[config.mk]
export PLATFORM = sky130hd
export DESIGN_NAME = motor_readout
export DESIGN_NICKNAME = d
export VERILOG_FILES = /design/src/readout_pkg.sv /design/src/motor_readout.sv
export SDC_FILE = /design/constraint.sdc
export NUM_CORES = 2
export LEC_CHECK = 0
export BUFFER_PORTS_ARGS = -buffer_cell sky130_fd_sc_hd__clkbuf_2
export CAP_MARGIN = 10
export CORE_ASPECT_RATIO = 2
export CORE_MARGIN = 8
export CORE_UTILIZATION = 38
export DETAILED_ROUTE_END_ITERATION = 6
export PLACE_DENSITY = 0.53
export SLEW_MARGIN = 0
export SYNTH_ARGS = -nofsm -noshare
export SYNTH_HDL_FRONTEND = slang
export SYNTH_SLANG_ARGS = --single-unit
[constraint.sdc]
create_clock -name ref_clk -period 10.5 [get_ports ref_clk]
set_input_delay 0.525 -clock ref_clk [delete_from_list [all_inputs] [get_ports ref_clk]]
set_output_delay 0.525 -clock ref_clk [all_outputs]
set_load 0.1 [all_outputs]
[src/readout_pkg.sv]
// Constants, register map and encodings for the motor current and speed readout.
// Assumes a 100 MHz controller clock and an APB master with 32-bit data.
//
// Notes on behaviour
// - Use top ten bits of left-justified result
// - Subtract mid-scale 512 from each sample
// - Multiply by 8.8 scale, shift right eight
// - One control write starts both converters together
// - Poll busy flag, read after it clears
// - Subtract residual offset 112 after scaling
// - Count both edges of both encoder channels
// - Capture encoder count each sample, then clear
// - Speed counter decrements per tick, reloads period
// - Speed is pulses times 8.8 constant, shifted
// - Clear accumulated pulses after each speed result
// - Outputs are signed 16-bit 4.12 values
package readout_pkg;

   // ------------------------------------------------------------
   // Register map (byte addresses)
   // ------------------------------------------------------------
   localparam logic [11:0] ADDR_CTRL      = 12'h000;
   localparam logic [11:0] ADDR_KCURRENT  = 12'h004;
   localparam logic [11:0] ADDR_KSPEED    = 12'h008;
   localparam logic [11:0] ADDR_PERIOD    = 12'h00C;
   localparam logic [11:0] ADDR_CURRENT_A = 12'h010;
   localparam logic [11:0] ADDR_CURRENT_B = 12'h014;
   localparam logic [11:0] ADDR_SPEED     = 12'h018;
   localparam logic [11:0] ADDR_PULSES    = 12'h01C;
   localparam logic [11:0] ADDR_STATUS    = 12'h020;

   // ------------------------------------------------------------
   // Reset values and fixed arithmetic
   // ------------------------------------------------------------
   localparam logic [15:0] KCURRENT_RST   = 16'h1383;
   localparam logic [15:0] KSPEED_RST     = 16'h0DA7;
   localparam logic [15:0] PERIOD_RST     = 16'h001E;
   localparam logic [15:0] CONV_START     = 16'h1801;
   localparam int          BUSY_BIT       = 8;
   localparam int          SAMPLE_MSB     = 15;
   localparam int          SAMPLE_LSB     = 6;
   localparam logic [10:0] MID_SCALE      = 11'h200;
   localparam logic [15:0] RESID_OFFSET   = 16'h0070;
   localparam int          FRAC_SHIFT     = 8;

   // Conversion time, the wait beyond which STATUS flags a slow conversion; busy alone ends the wait
   localparam int          CONV_TIME_NS   = 6000;
   localparam int          CLK_PERIOD_NS  = 10;
   localparam int          CONV_CYCLES    = CONV_TIME_NS / CLK_PERIOD_NS;

   localparam logic [31:0] ZERO_WORD      = 32'h0000_0000;

   typedef enum {
      CONV_IDLE,
      CONV_START_WR,
      CONV_WAIT,
      CONV_READ_A,
      CONV_READ_B,
      CONV_SCALE
   } conv_state_e;

endpackage

[src/motor_readout.sv]
// Motor current and speed readout: converter sequencing, scaling, quadrature counting.
// Assumes converters with a control word port and a result queue, encoder pins from outside.
module motor_readout (
   // Clock and reset
   input  wire logic        ref_clk,
   input  wire logic        rst,
   // APB slave
   input  wire logic        psel,
   input  wire logic        penable,
   input  wire logic        pwrite,
   input  wire logic [11:0] paddr,
   input  wire logic [31:0] pwdata,
   output logic      [31:0] prdata,
   output logic             pready,
   output logic             pslverr,
   // Sampling tick from the PWM unit
   input  wire logic        pwm_tick,
   // Converter control word and result queue
   output logic      [15:0] converter_control_word,
   output logic             ctrl_wr,
   input  wire logic [15:0] ctrl_status,
   output logic             conversion_result_queue_rd,
   input  wire logic [15:0] conversion_result_queue,
   // Encoder pins
   input  wire logic        enc_a,
   input  wire logic        enc_b,
   // Result stream to the control loops
   output logic             out_valid,
   input  wire logic        out_ready,
   output logic      [15:0] out_current_a,
   output logic      [15:0] out_current_b,
   output logic      [15:0] out_speed,
   output logic             out_speed_new
);

   // ------------------------------------------------------------
   // Registers
   // ------------------------------------------------------------
   logic [15:0] kcurrent_q;
   logic [15:0] kspeed_q;
   logic [15:0] period_q;
   logic        enable_q;
   logic [15:0] encoder_count_value_q;
   logic [15:0] pulses_q;
   logic [15:0] speed_acc_q;
   logic [15:0] speedstep_q;
   logic [15:0] speed_q;
   logic        speed_new_q;
   logic [15:0] ia_q;
   logic [15:0] ib_q;
   logic [9:0]  raw_a_q;
   logic [9:0]  raw_b_q;
   logic [9:0]  wait_q;
   logic        overrun_q;
   logic        sample_done_q;
   readout_pkg::conv_state_e conv_q;

   // ------------------------------------------------------------
   // Conversion time diagnostic
   // ------------------------------------------------------------
   // Shown in STATUS only; the busy flag alone ends the wait
   logic        slow_conv;
   assign slow_conv = wait_q == 10'(readout_pkg::CONV_CYCLES);

   // ------------------------------------------------------------
   // APB slave, zero wait states
   // ------------------------------------------------------------
   logic apb_wr;
   logic apb_rd;
   assign apb_wr = psel && penable && pwrite;
   assign apb_rd = psel && !penable && !pwrite;

   // Writes land at the access edge, the one at which pready stands
   always_ff @(posedge ref_clk or posedge rst) begin
      if (rst) begin
         kcurrent_q <= readout_pkg::KCURRENT_RST;
         kspeed_q   <= readout_pkg::KSPEED_RST;
         period_q   <= readout_pkg::PERIOD_RST;
         enable_q   <= 1'b0;
      end else if (apb_wr) begin
         case (paddr)
            readout_pkg::ADDR_CTRL:     enable_q   <= pwdata[0];
            readout_pkg::ADDR_KCURRENT: kcurrent_q <= pwdata[15:0];
            readout_pkg::ADDR_KSPEED:   kspeed_q   <= pwdata[15:0];
            readout_pkg::ADDR_PERIOD:   period_q   <= pwdata[15:0];
            default: ;
         endcase
      end
   end

   // Read data is loaded in setup so it stands during the access phase
   always_ff @(posedge ref_clk or posedge rst) begin
      if (rst) begin
         prdata  <= readout_pkg::ZERO_WORD;
         pslverr <= 1'b0;
         pready  <= 1'b0;
      end else begin
         pready  <= psel && !penable;
         pslverr <= 1'b0;
         if (apb_rd) begin
            case (paddr)
               readout_pkg::ADDR_CTRL:      prdata <= {31'h0, enable_q};
               readout_pkg::ADDR_KCURRENT:  prdata <= {16'h0, kcurrent_q};
               readout_pkg::ADDR_KSPEED:    prdata <= {16'h0, kspeed_q};
               readout_pkg::ADDR_PERIOD:    prdata <= {16'h0, period_q};
               readout_pkg::ADDR_CURRENT_A: prdata <= {16'h0, ia_q};
               readout_pkg::ADDR_CURRENT_B: prdata <= {16'h0, ib_q};
               readout_pkg::ADDR_SPEED:     prdata <= {16'h0, speed_q};
               readout_pkg::ADDR_PULSES:    prdata <= {16'h0, pulses_q};
               readout_pkg::ADDR_STATUS:    prdata <= {29'h0, slow_conv, overrun_q, conv_q != readout_pkg::CONV_IDLE};
               default: begin
                  prdata  <= readout_pkg::ZERO_WORD;
                  pslverr <= 1'b1;
               end
            endcase
         end else if (psel && !penable) begin
            // Write setup: flag a bad address; the write itself is then dropped
            prdata  <= readout_pkg::ZERO_WORD;
            pslverr <= !(paddr <= readout_pkg::ADDR_STATUS && paddr[1:0] == 2'b00);
         end
      end
   end

   // ------------------------------------------------------------
   // Encoder pin synchronisers and quadrature decoder
   // ------------------------------------------------------------
   logic [2:0] sa_q;
   logic [2:0] sb_q;
   logic       a_q;
   logic       b_q;
   always_ff @(posedge ref_clk or posedge rst) begin
      if (rst) begin
         sa_q <= 3'h0;
         sb_q <= 3'h0;
         a_q  <= 1'b0;
         b_q  <= 1'b0;
      end else begin
         sa_q <= {sa_q[1:0], enc_a};
         sb_q <= {sb_q[1:0], enc_b};
         // First stage may be metastable; only agreeing later stages are used
         if (sa_q[1] == sa_q[2]) a_q <= sa_q[2];
         if (sb_q[1] == sb_q[2]) b_q <= sb_q[2];
      end
   end

   // Every edge on either channel counts, direction from the phase order
   logic a_new;
   logic b_new;
   logic step;
   logic up;
   assign a_new = (sa_q[1] == sa_q[2]) ? sa_q[2] : a_q;
   assign b_new = (sb_q[1] == sb_q[2]) ? sb_q[2] : b_q;
   assign step  = (a_new != a_q) || (b_new != b_q);
   assign up    = (a_new != a_q) ? (a_new != b_q) : (b_new == a_q);

   // ------------------------------------------------------------
   // Per-sample capture and speed loop counter
   // ------------------------------------------------------------
   logic [15:0] count_step;
   logic [15:0] speed_sum;
   logic [31:0] speed_prod;
   assign count_step = up ? 16'h0001 : 16'hFFFF;
   // Sum before scaling so the shift truncates only once
   assign speed_sum  = speed_acc_q + pulses_q;
   assign speed_prod = $signed(speed_sum) * $signed(kspeed_q);

   always_ff @(posedge ref_clk or posedge rst) begin
      if (rst) begin
         encoder_count_value_q <= 16'h0000;
         pulses_q              <= 16'h0000;
      end else if (pwm_tick) begin
         // A step on the tick edge still belongs to the closing sample
         pulses_q              <= encoder_count_value_q + (step ? count_step : 16'h0000);
         encoder_count_value_q <= 16'h0000;
      end else if (step) begin
         encoder_count_value_q <= encoder_count_value_q + count_step;
      end
   end

   // Speed loop runs a cycle after capture so it sees the fresh count
   logic tick_d1_q;
   always_ff @(posedge ref_clk or posedge rst) begin
      if (rst) tick_d1_q <= 1'b0;
      else     tick_d1_q <= pwm_tick;
   end

   always_ff @(posedge ref_clk or posedge rst) begin
      if (rst) begin
         speedstep_q <= readout_pkg::PERIOD_RST;
         speed_acc_q <= 16'h0000;
         speed_q     <= 16'h0000;
         speed_new_q <= 1'b0;
      end else begin
         speed_new_q <= 1'b0;
         if (tick_d1_q) begin
            if (speedstep_q <= 16'h0001) begin
               // Period expired: result uses this sample's pulses too
               speed_q     <= speed_prod[readout_pkg::FRAC_SHIFT +: 16];
               speed_new_q <= 1'b1;
               speed_acc_q <= 16'h0000;
               speedstep_q <= period_q;
            end else begin
               speed_acc_q <= speed_acc_q + pulses_q;
               speedstep_q <= speedstep_q - 16'h0001;
            end
         end
      end
   end

   // ------------------------------------------------------------
   // Converter sequencer and current scaling
   // ------------------------------------------------------------
   logic [10:0] sa_signed;
   logic [10:0] sb_signed;
   logic [31:0] prod_a;
   logic [31:0] prod_b;
   assign sa_signed = {1'b0, raw_a_q} - readout_pkg::MID_SCALE;
   assign sb_signed = {1'b0, raw_b_q} - readout_pkg::MID_SCALE;
   assign prod_a = $signed(sa_signed) * $signed(kcurrent_q);
   assign prod_b = $signed(sb_signed) * $signed(kcurrent_q);

   always_ff @(posedge ref_clk or posedge rst) begin
      if (rst) begin
         conv_q                     <= readout_pkg::CONV_IDLE;
         converter_control_word     <= 16'h0000;
         ctrl_wr                    <= 1'b0;
         conversion_result_queue_rd <= 1'b0;
         raw_a_q                    <= 10'h000;
         raw_b_q                    <= 10'h000;
         wait_q                     <= 10'h000;
         ia_q                       <= 16'h0000;
         ib_q                       <= 16'h0000;
         overrun_q                  <= 1'b0;
         sample_done_q              <= 1'b0;
      end else begin
         ctrl_wr                    <= 1'b0;
         conversion_result_queue_rd <= 1'b0;
         sample_done_q              <= 1'b0;
         // A tick during a sequence is dropped; overrun stays until reset
         if (pwm_tick && conv_q != readout_pkg::CONV_IDLE) overrun_q <= 1'b1;
         case (conv_q)
            readout_pkg::CONV_IDLE: begin
               if (pwm_tick && enable_q) begin
                  converter_control_word <= readout_pkg::CONV_START;
                  ctrl_wr                <= 1'b1;
                  wait_q                 <= 10'h000;
                  conv_q                 <= readout_pkg::CONV_START_WR;
               end
            end
            readout_pkg::CONV_START_WR: conv_q <= readout_pkg::CONV_WAIT;
            readout_pkg::CONV_WAIT: begin
               // Busy is polled; no read is issued while it is set
               if (!ctrl_status[readout_pkg::BUSY_BIT]) begin
                  conversion_result_queue_rd <= 1'b1;
                  conv_q                     <= readout_pkg::CONV_READ_A;
               end else if (wait_q != 10'(readout_pkg::CONV_CYCLES)) begin
                  wait_q <= wait_q + 10'h001;
               end
            end
            readout_pkg::CONV_READ_A: begin
               // Queue shows its head while the read strobe stands
               raw_a_q <= conversion_result_queue[readout_pkg::SAMPLE_MSB:readout_pkg::SAMPLE_LSB];
               conversion_result_queue_rd <= 1'b1;
               conv_q  <= readout_pkg::CONV_READ_B;
            end
            readout_pkg::CONV_READ_B: begin
               raw_b_q <= conversion_result_queue[readout_pkg::SAMPLE_MSB:readout_pkg::SAMPLE_LSB];
               conv_q  <= readout_pkg::CONV_SCALE;
            end
            readout_pkg::CONV_SCALE: begin
               ia_q          <= prod_a[readout_pkg::FRAC_SHIFT +: 16] - readout_pkg::RESID_OFFSET;
               ib_q          <= prod_b[readout_pkg::FRAC_SHIFT +: 16] - readout_pkg::RESID_OFFSET;
               sample_done_q <= 1'b1;
               conv_q        <= readout_pkg::CONV_IDLE;
            end
            default: conv_q <= readout_pkg::CONV_IDLE;
         endcase
      end
   end

   // ------------------------------------------------------------
   // Two-entry output buffer; a stalled receiver loses new samples once both entries are full
   // ------------------------------------------------------------
   logic [48:0] buf_q [2];
   logic [1:0]  cnt_q;
   logic        rd_ptr_q;
   logic        wr_ptr_q;
   logic        push;
   logic        pop;
   logic        spd_pend_q;
   logic        nxt_ptr;
   logic [1:0]  nxt_cnt;
   // A full buffer drops the new sample rather than a held one
   assign pop     = out_valid && out_ready;
   assign push    = sample_done_q && (cnt_q != 2'd2 || pop);
   assign nxt_ptr = pop ? !rd_ptr_q : rd_ptr_q;
   assign nxt_cnt = cnt_q + 2'(push) - 2'(pop);

   // Speed result marks the next current sample that enters the buffer
   always_ff @(posedge ref_clk or posedge rst) begin
      if (rst)                spd_pend_q <= 1'b0;
      else if (speed_new_q)   spd_pend_q <= 1'b1;
      else if (push)          spd_pend_q <= 1'b0;
   end

   always_ff @(posedge ref_clk or posedge rst) begin
      if (rst) begin
         buf_q[0] <= 49'h0;
         buf_q[1] <= 49'h0;
         cnt_q    <= 2'd0;
         rd_ptr_q <= 1'b0;
         wr_ptr_q <= 1'b0;
      end else begin
         if (push) begin
            buf_q[wr_ptr_q] <= {spd_pend_q || speed_new_q, speed_q, ib_q, ia_q};
            wr_ptr_q        <= !wr_ptr_q;
         end
         if (pop) rd_ptr_q <= !rd_ptr_q;
         cnt_q <= nxt_cnt;
      end
   end

   // ------------------------------------------------------------
   // Output stage, registered from the buffer head
   // ------------------------------------------------------------
   always_ff @(posedge ref_clk or posedge rst) begin
      if (rst) begin
         out_valid     <= 1'b0;
         out_current_a <= 16'h0000;
         out_current_b <= 16'h0000;
         out_speed     <= 16'h0000;
         out_speed_new <= 1'b0;
      end else begin
         out_valid     <= nxt_cnt != 2'd0;
         out_current_a <= (push && nxt_cnt == 2'd1) ? ia_q : buf_q[nxt_ptr][15:0];
         out_current_b <= (push && nxt_cnt == 2'd1) ? ib_q : buf_q[nxt_ptr][31:16];
         out_speed     <= (push && nxt_cnt == 2'd1) ? speed_q : buf_q[nxt_ptr][47:32];
         out_speed_new <= (push && nxt_cnt == 2'd1) ? (spd_pend_q || speed_new_q) : buf_q[nxt_ptr][48];
      end
   end

endmodule

==> impl_metrics.csv <==
group,metric,value,unit
sta,min_period,8.81,ns
clock_network,cts-resized-gates,0,
yosys,synth-seq-cells,380,
global_routing,gr-total-overflow,0,
pwr,power_frac_seq,31.4,%
clock_network,root_buffer,"clkbuf_16",
worst_setup_path,critPathBufInv,5,
worst_setup_path,critPathTopFamily,"adder cells",
sta,maxSlewHeadroom,12.3,%
yosys,ys_warn_count,0,
worst_setup_path,critPathKind,"register to register",
sta,tightest_slew,1.31,ns
clock_network,cts.sinks,380,
yosys,ys_seq_area_share,25.6,%
pwr,ir_drop,0.000133,V
die,num_rows,162,
clock_network,cts_hold_buf,1,
die,initial_core_util,38.3,%
sta,layout_setup_ws,1.69,ns
outcome,run_status,"complete, but fails checks",
die,core_area,0.0975,mm2
yosys,synth_edf_count,0,
yosys,syn_area,0.0373,mm2
sta,drv_slew,0,
global_routing,antenna_found_initial,8,
routing,firstDrtPassIters,7,
place,place.gp.congestion,0.891,
yosys,syn_inst,3810,
flow_run,max_cap_violations,0,
yosys,synth_xor_area_share,3.57,%
finish,syn_to_final_growth,8.54,%
clock_network,insertion_delay,0.59,ns
clock_network,post_cts_buffers,0,
clock_network,clkTransAtPathRegs,0.07,ns
worst_setup_path,cp_max_fo,4,
outcome,violations,"design-rule violations",
pwr,power_density,190,mW/mm2
pwr,total_power,7.68,mW
pwr,pwr-share-comb,50.5,%
place,io_buffers,120,
yosys,syn_avg_cell_area,9.79,um2
routing,dr.first_iter.drc_count,1443,
worst_setup_path,critical_path_arrival,9.32,ns
yosys,yosys.area_share.simple,13.4,%
min_path,hold_class,"primary input to register",
worst_setup_path,start_kind,"register",
die,die_w,238,um
yosys,synthFlopType,"dfrtp_1",
sta,fmax,114,MHz
sta,rsz0062_at_grt,"no",
place,dp.cells,5123,
finish,fillers,9690,
die,io_pins,187,
sta,finClkSkew,0.0335,ns
global_routing,grt_pass1_wl,172000,um
pwr,pwr-share-clk,18.1,%
finish,final_cell_area,0.0405,mm2
worst_setup_path,crit_path_max_incr_delay,0.53,ns
place,placed_area,0.0393,mm2
routing,via_per_inst,5.10,
worst_setup_path,required,11.01,ns
pwr,p_leak,19.9,nW
sta,finalSetupTns,0,ns
routing,postRouteAntennaNets,0,
finish,drive_gt1_share,12.5,%
routing,avgRoutedWirePerCell,21.3,um
global_routing,grt_usage,20.7,%
worst_setup_path,end_kind,"register",
routing,remaining_drc_errors,2,
place,dp_slack,1.75,ns
yosys,synthDistinctLibCells,91,
clock_network,cts_max_path_buffers,3,
clock_network,cts_buffers,38,
yosys,synth-compound-area-share,8.79,%
die,die_height,459,um
sta,finalSetupViolations,0,
worst_setup_path,cp_common_cell,"fa_1",
yosys,synth_top_family_by_area,"adder cells",
global_routing,grt_pass1_vias,29100,
clock_network,cts_tree,"done",
routing,drt-total-wl,111000,um
finish,layoutNonFillerInstCount,5196,
place,dpl.hpwl,87000,um
clock_network,htree_levels,2,
sta,timing.final.crit_share,83.9,%
sta,hold_viol,0,
pwr,p_int,3.87,mW
routing,vias,26500,
yosys,synthArstFlopShare,100,%
yosys,synth_fa_ha_area_share,33.0,%
pwr,switchingPower,3.81,mW
yosys,synth_mux_area_share,6.82,%
global_routing,grt_max_degree,147,
pwr,swShare,49.6,%
worst_setup_path,slowest_stage,"fa_1",
die,die-area,0.109,mm2
finish,fin_nets,4636,
metrics by stage:
stage / hold WS [ns] / util [%]
finish: 0.0441 / 41.5
global route: 0.0260 / 41.5
CTS: 0.00714 / 41.5
detailed placement: 0.336 / 40.3
global placement: 0.334 / 40.3
floorplan: 0.331 / -
power groups by stage:
| stage | logic [mW] | registers (mW) | clock network, mW |
|---|---|---|---|
| finish | 3.88 | 2.41 | 1.39 |
| global route | 4.21 | 2.45 | 1.49 |
| CTS | 3.91 | 2.42 | 1.44 |
| detailed placement | 3.90 | 2.44 | 0 |
| global placement | 3.87 | 2.44 | 0 |
| floorplan | 2.46 | 2.40 | 0 |
kinds of logic after synthesis:
group / count (synthesis)
compound gates: 478
xor+xnor: 149
fa+ha+maj: 700
buf+inv: 843
flops: 380
mux: 232
other cells: 1
simple gates: 1027
layout make-up:
cell class                 count  area [um2]  area share, %
sequential                   380        9540           23.5
multi-input combinational   2615       24700           60.9
clock buffer                  52        1040           2.58
antenna                        4        10.0         0.0247
inverter                     650        2440           6.03
timing repair buffer         167         981           2.42
clock inverter                16         166          0.411
tap                         1312        1640           4.05
final timing paths:
| check | start | to | slack (ns) | cells after the start |
|---|---|---|---|---|
| min reg2reg | sa_q[0]$_DFF_PP0_ | sa_q[1]$_DFF_PP0_ | 0.35 | 0 |
| max reg2reg | pulses_q[1]$_DFFE_PP0P_ | speed_q[15]$_DFFE_PP0P_ | 1.69 | 33 |
| min in group asynchronous | rst | prdata[5]$_DFFE_PP0P_ | 0.07 | 2 |
| min | enc_b | sb_q[0]$_DFF_PP0_ | 0.04 | 1 |
| max in group asynchronous | rst | speed_acc_q[5]$_DFFE_PP0P_ | 8.96 | 3 |
| max | pulses_q[1]$_DFFE_PP0P_ | speed_q[15]$_DFFE_PP0P_ | 1.69 | 33 |
per-layer routing:
layer / track usage [%] / routed length (um) / up-vias
met4: 11.8 / 7100 / 8
met3: 2.46 / 3710 / 246
met2: 40.6 / 61500 / 553
met1: 20.6 / 38400 / 13600
li1: - / - / 12100
met5: 0 / 58 / -
cells in the final DEF (no fill, tap or decap), drive strengths merged, types with 138 or more instances in the layout:
cell type	n
inv	649
fa	475
nand2	420
dfrtp	358
and2	255
ha	224
mux2	177
clkbuf	172
nor2	143
a21oi	138
Yosys cell counts, types with 13 or more instances:
cell type / number / area (um2)
inv_1: 648 / 2430
fa_1: 475 / 9510
nand2_1: 419 / 1570
dfrtp_1: 358 / 8960
and2_1: 255 / 1600
ha_1: 224 / 2800
mux2_2: 175 / 1970
clkbuf_1: 152 / 571
nor2_1: 143 / 537
a21oi_1: 137 / 686
xnor2_1: 107 / 937
o21ai_0: 96 / 480
mux2i_1: 55 / 551
xor2_1: 40 / 350
buf_4: 31 / 233
a21o_1: 29 / 218
nor2b_1: 29 / 181
nor3_1: 29 / 145
nand3_1: 27 / 135
or2_2: 23 / 144
and3_1: 22 / 138
dfstp_2: 22 / 578
nand2b_1: 22 / 138
a22oi_1: 21 / 158
o21ai_1: 18 / 90.1
a221oi_1: 16 / 140
a222oi_1: 16 / 160
o21a_1: 16 / 120
o2bb2ai_1: 15 / 131
or3_1: 14 / 87.6
o21bai_1: 13 / 97.6
flip-flops by register name (all words and copies together), names as in the netlist, 2 cells and up:
| register | flops |
|---|---|
| speedstep_q | 16 |
| period_q | 16 |
| prdata | 16 |
| speed_acc_q | 16 |
| raw_b_q | 10 |
| speed_q | 16 |
| conv_q | 3 |
| sa_q | 3 |
| ib_q | 16 |
| kcurrent_q | 16 |
| raw_a_q | 10 |
| sb_q | 3 |
| wait_q | 10 |
| out_current_b | 16 |
| buf_q | 98 |
| kspeed_q | 16 |
| pulses_q | 16 |
| encoder_count_value_q | 16 |
| out_current_a | 16 |
| out_speed | 16 |
| cnt_q | 2 |
| ia_q | 16 |
(Power assumes the default switching activity.)
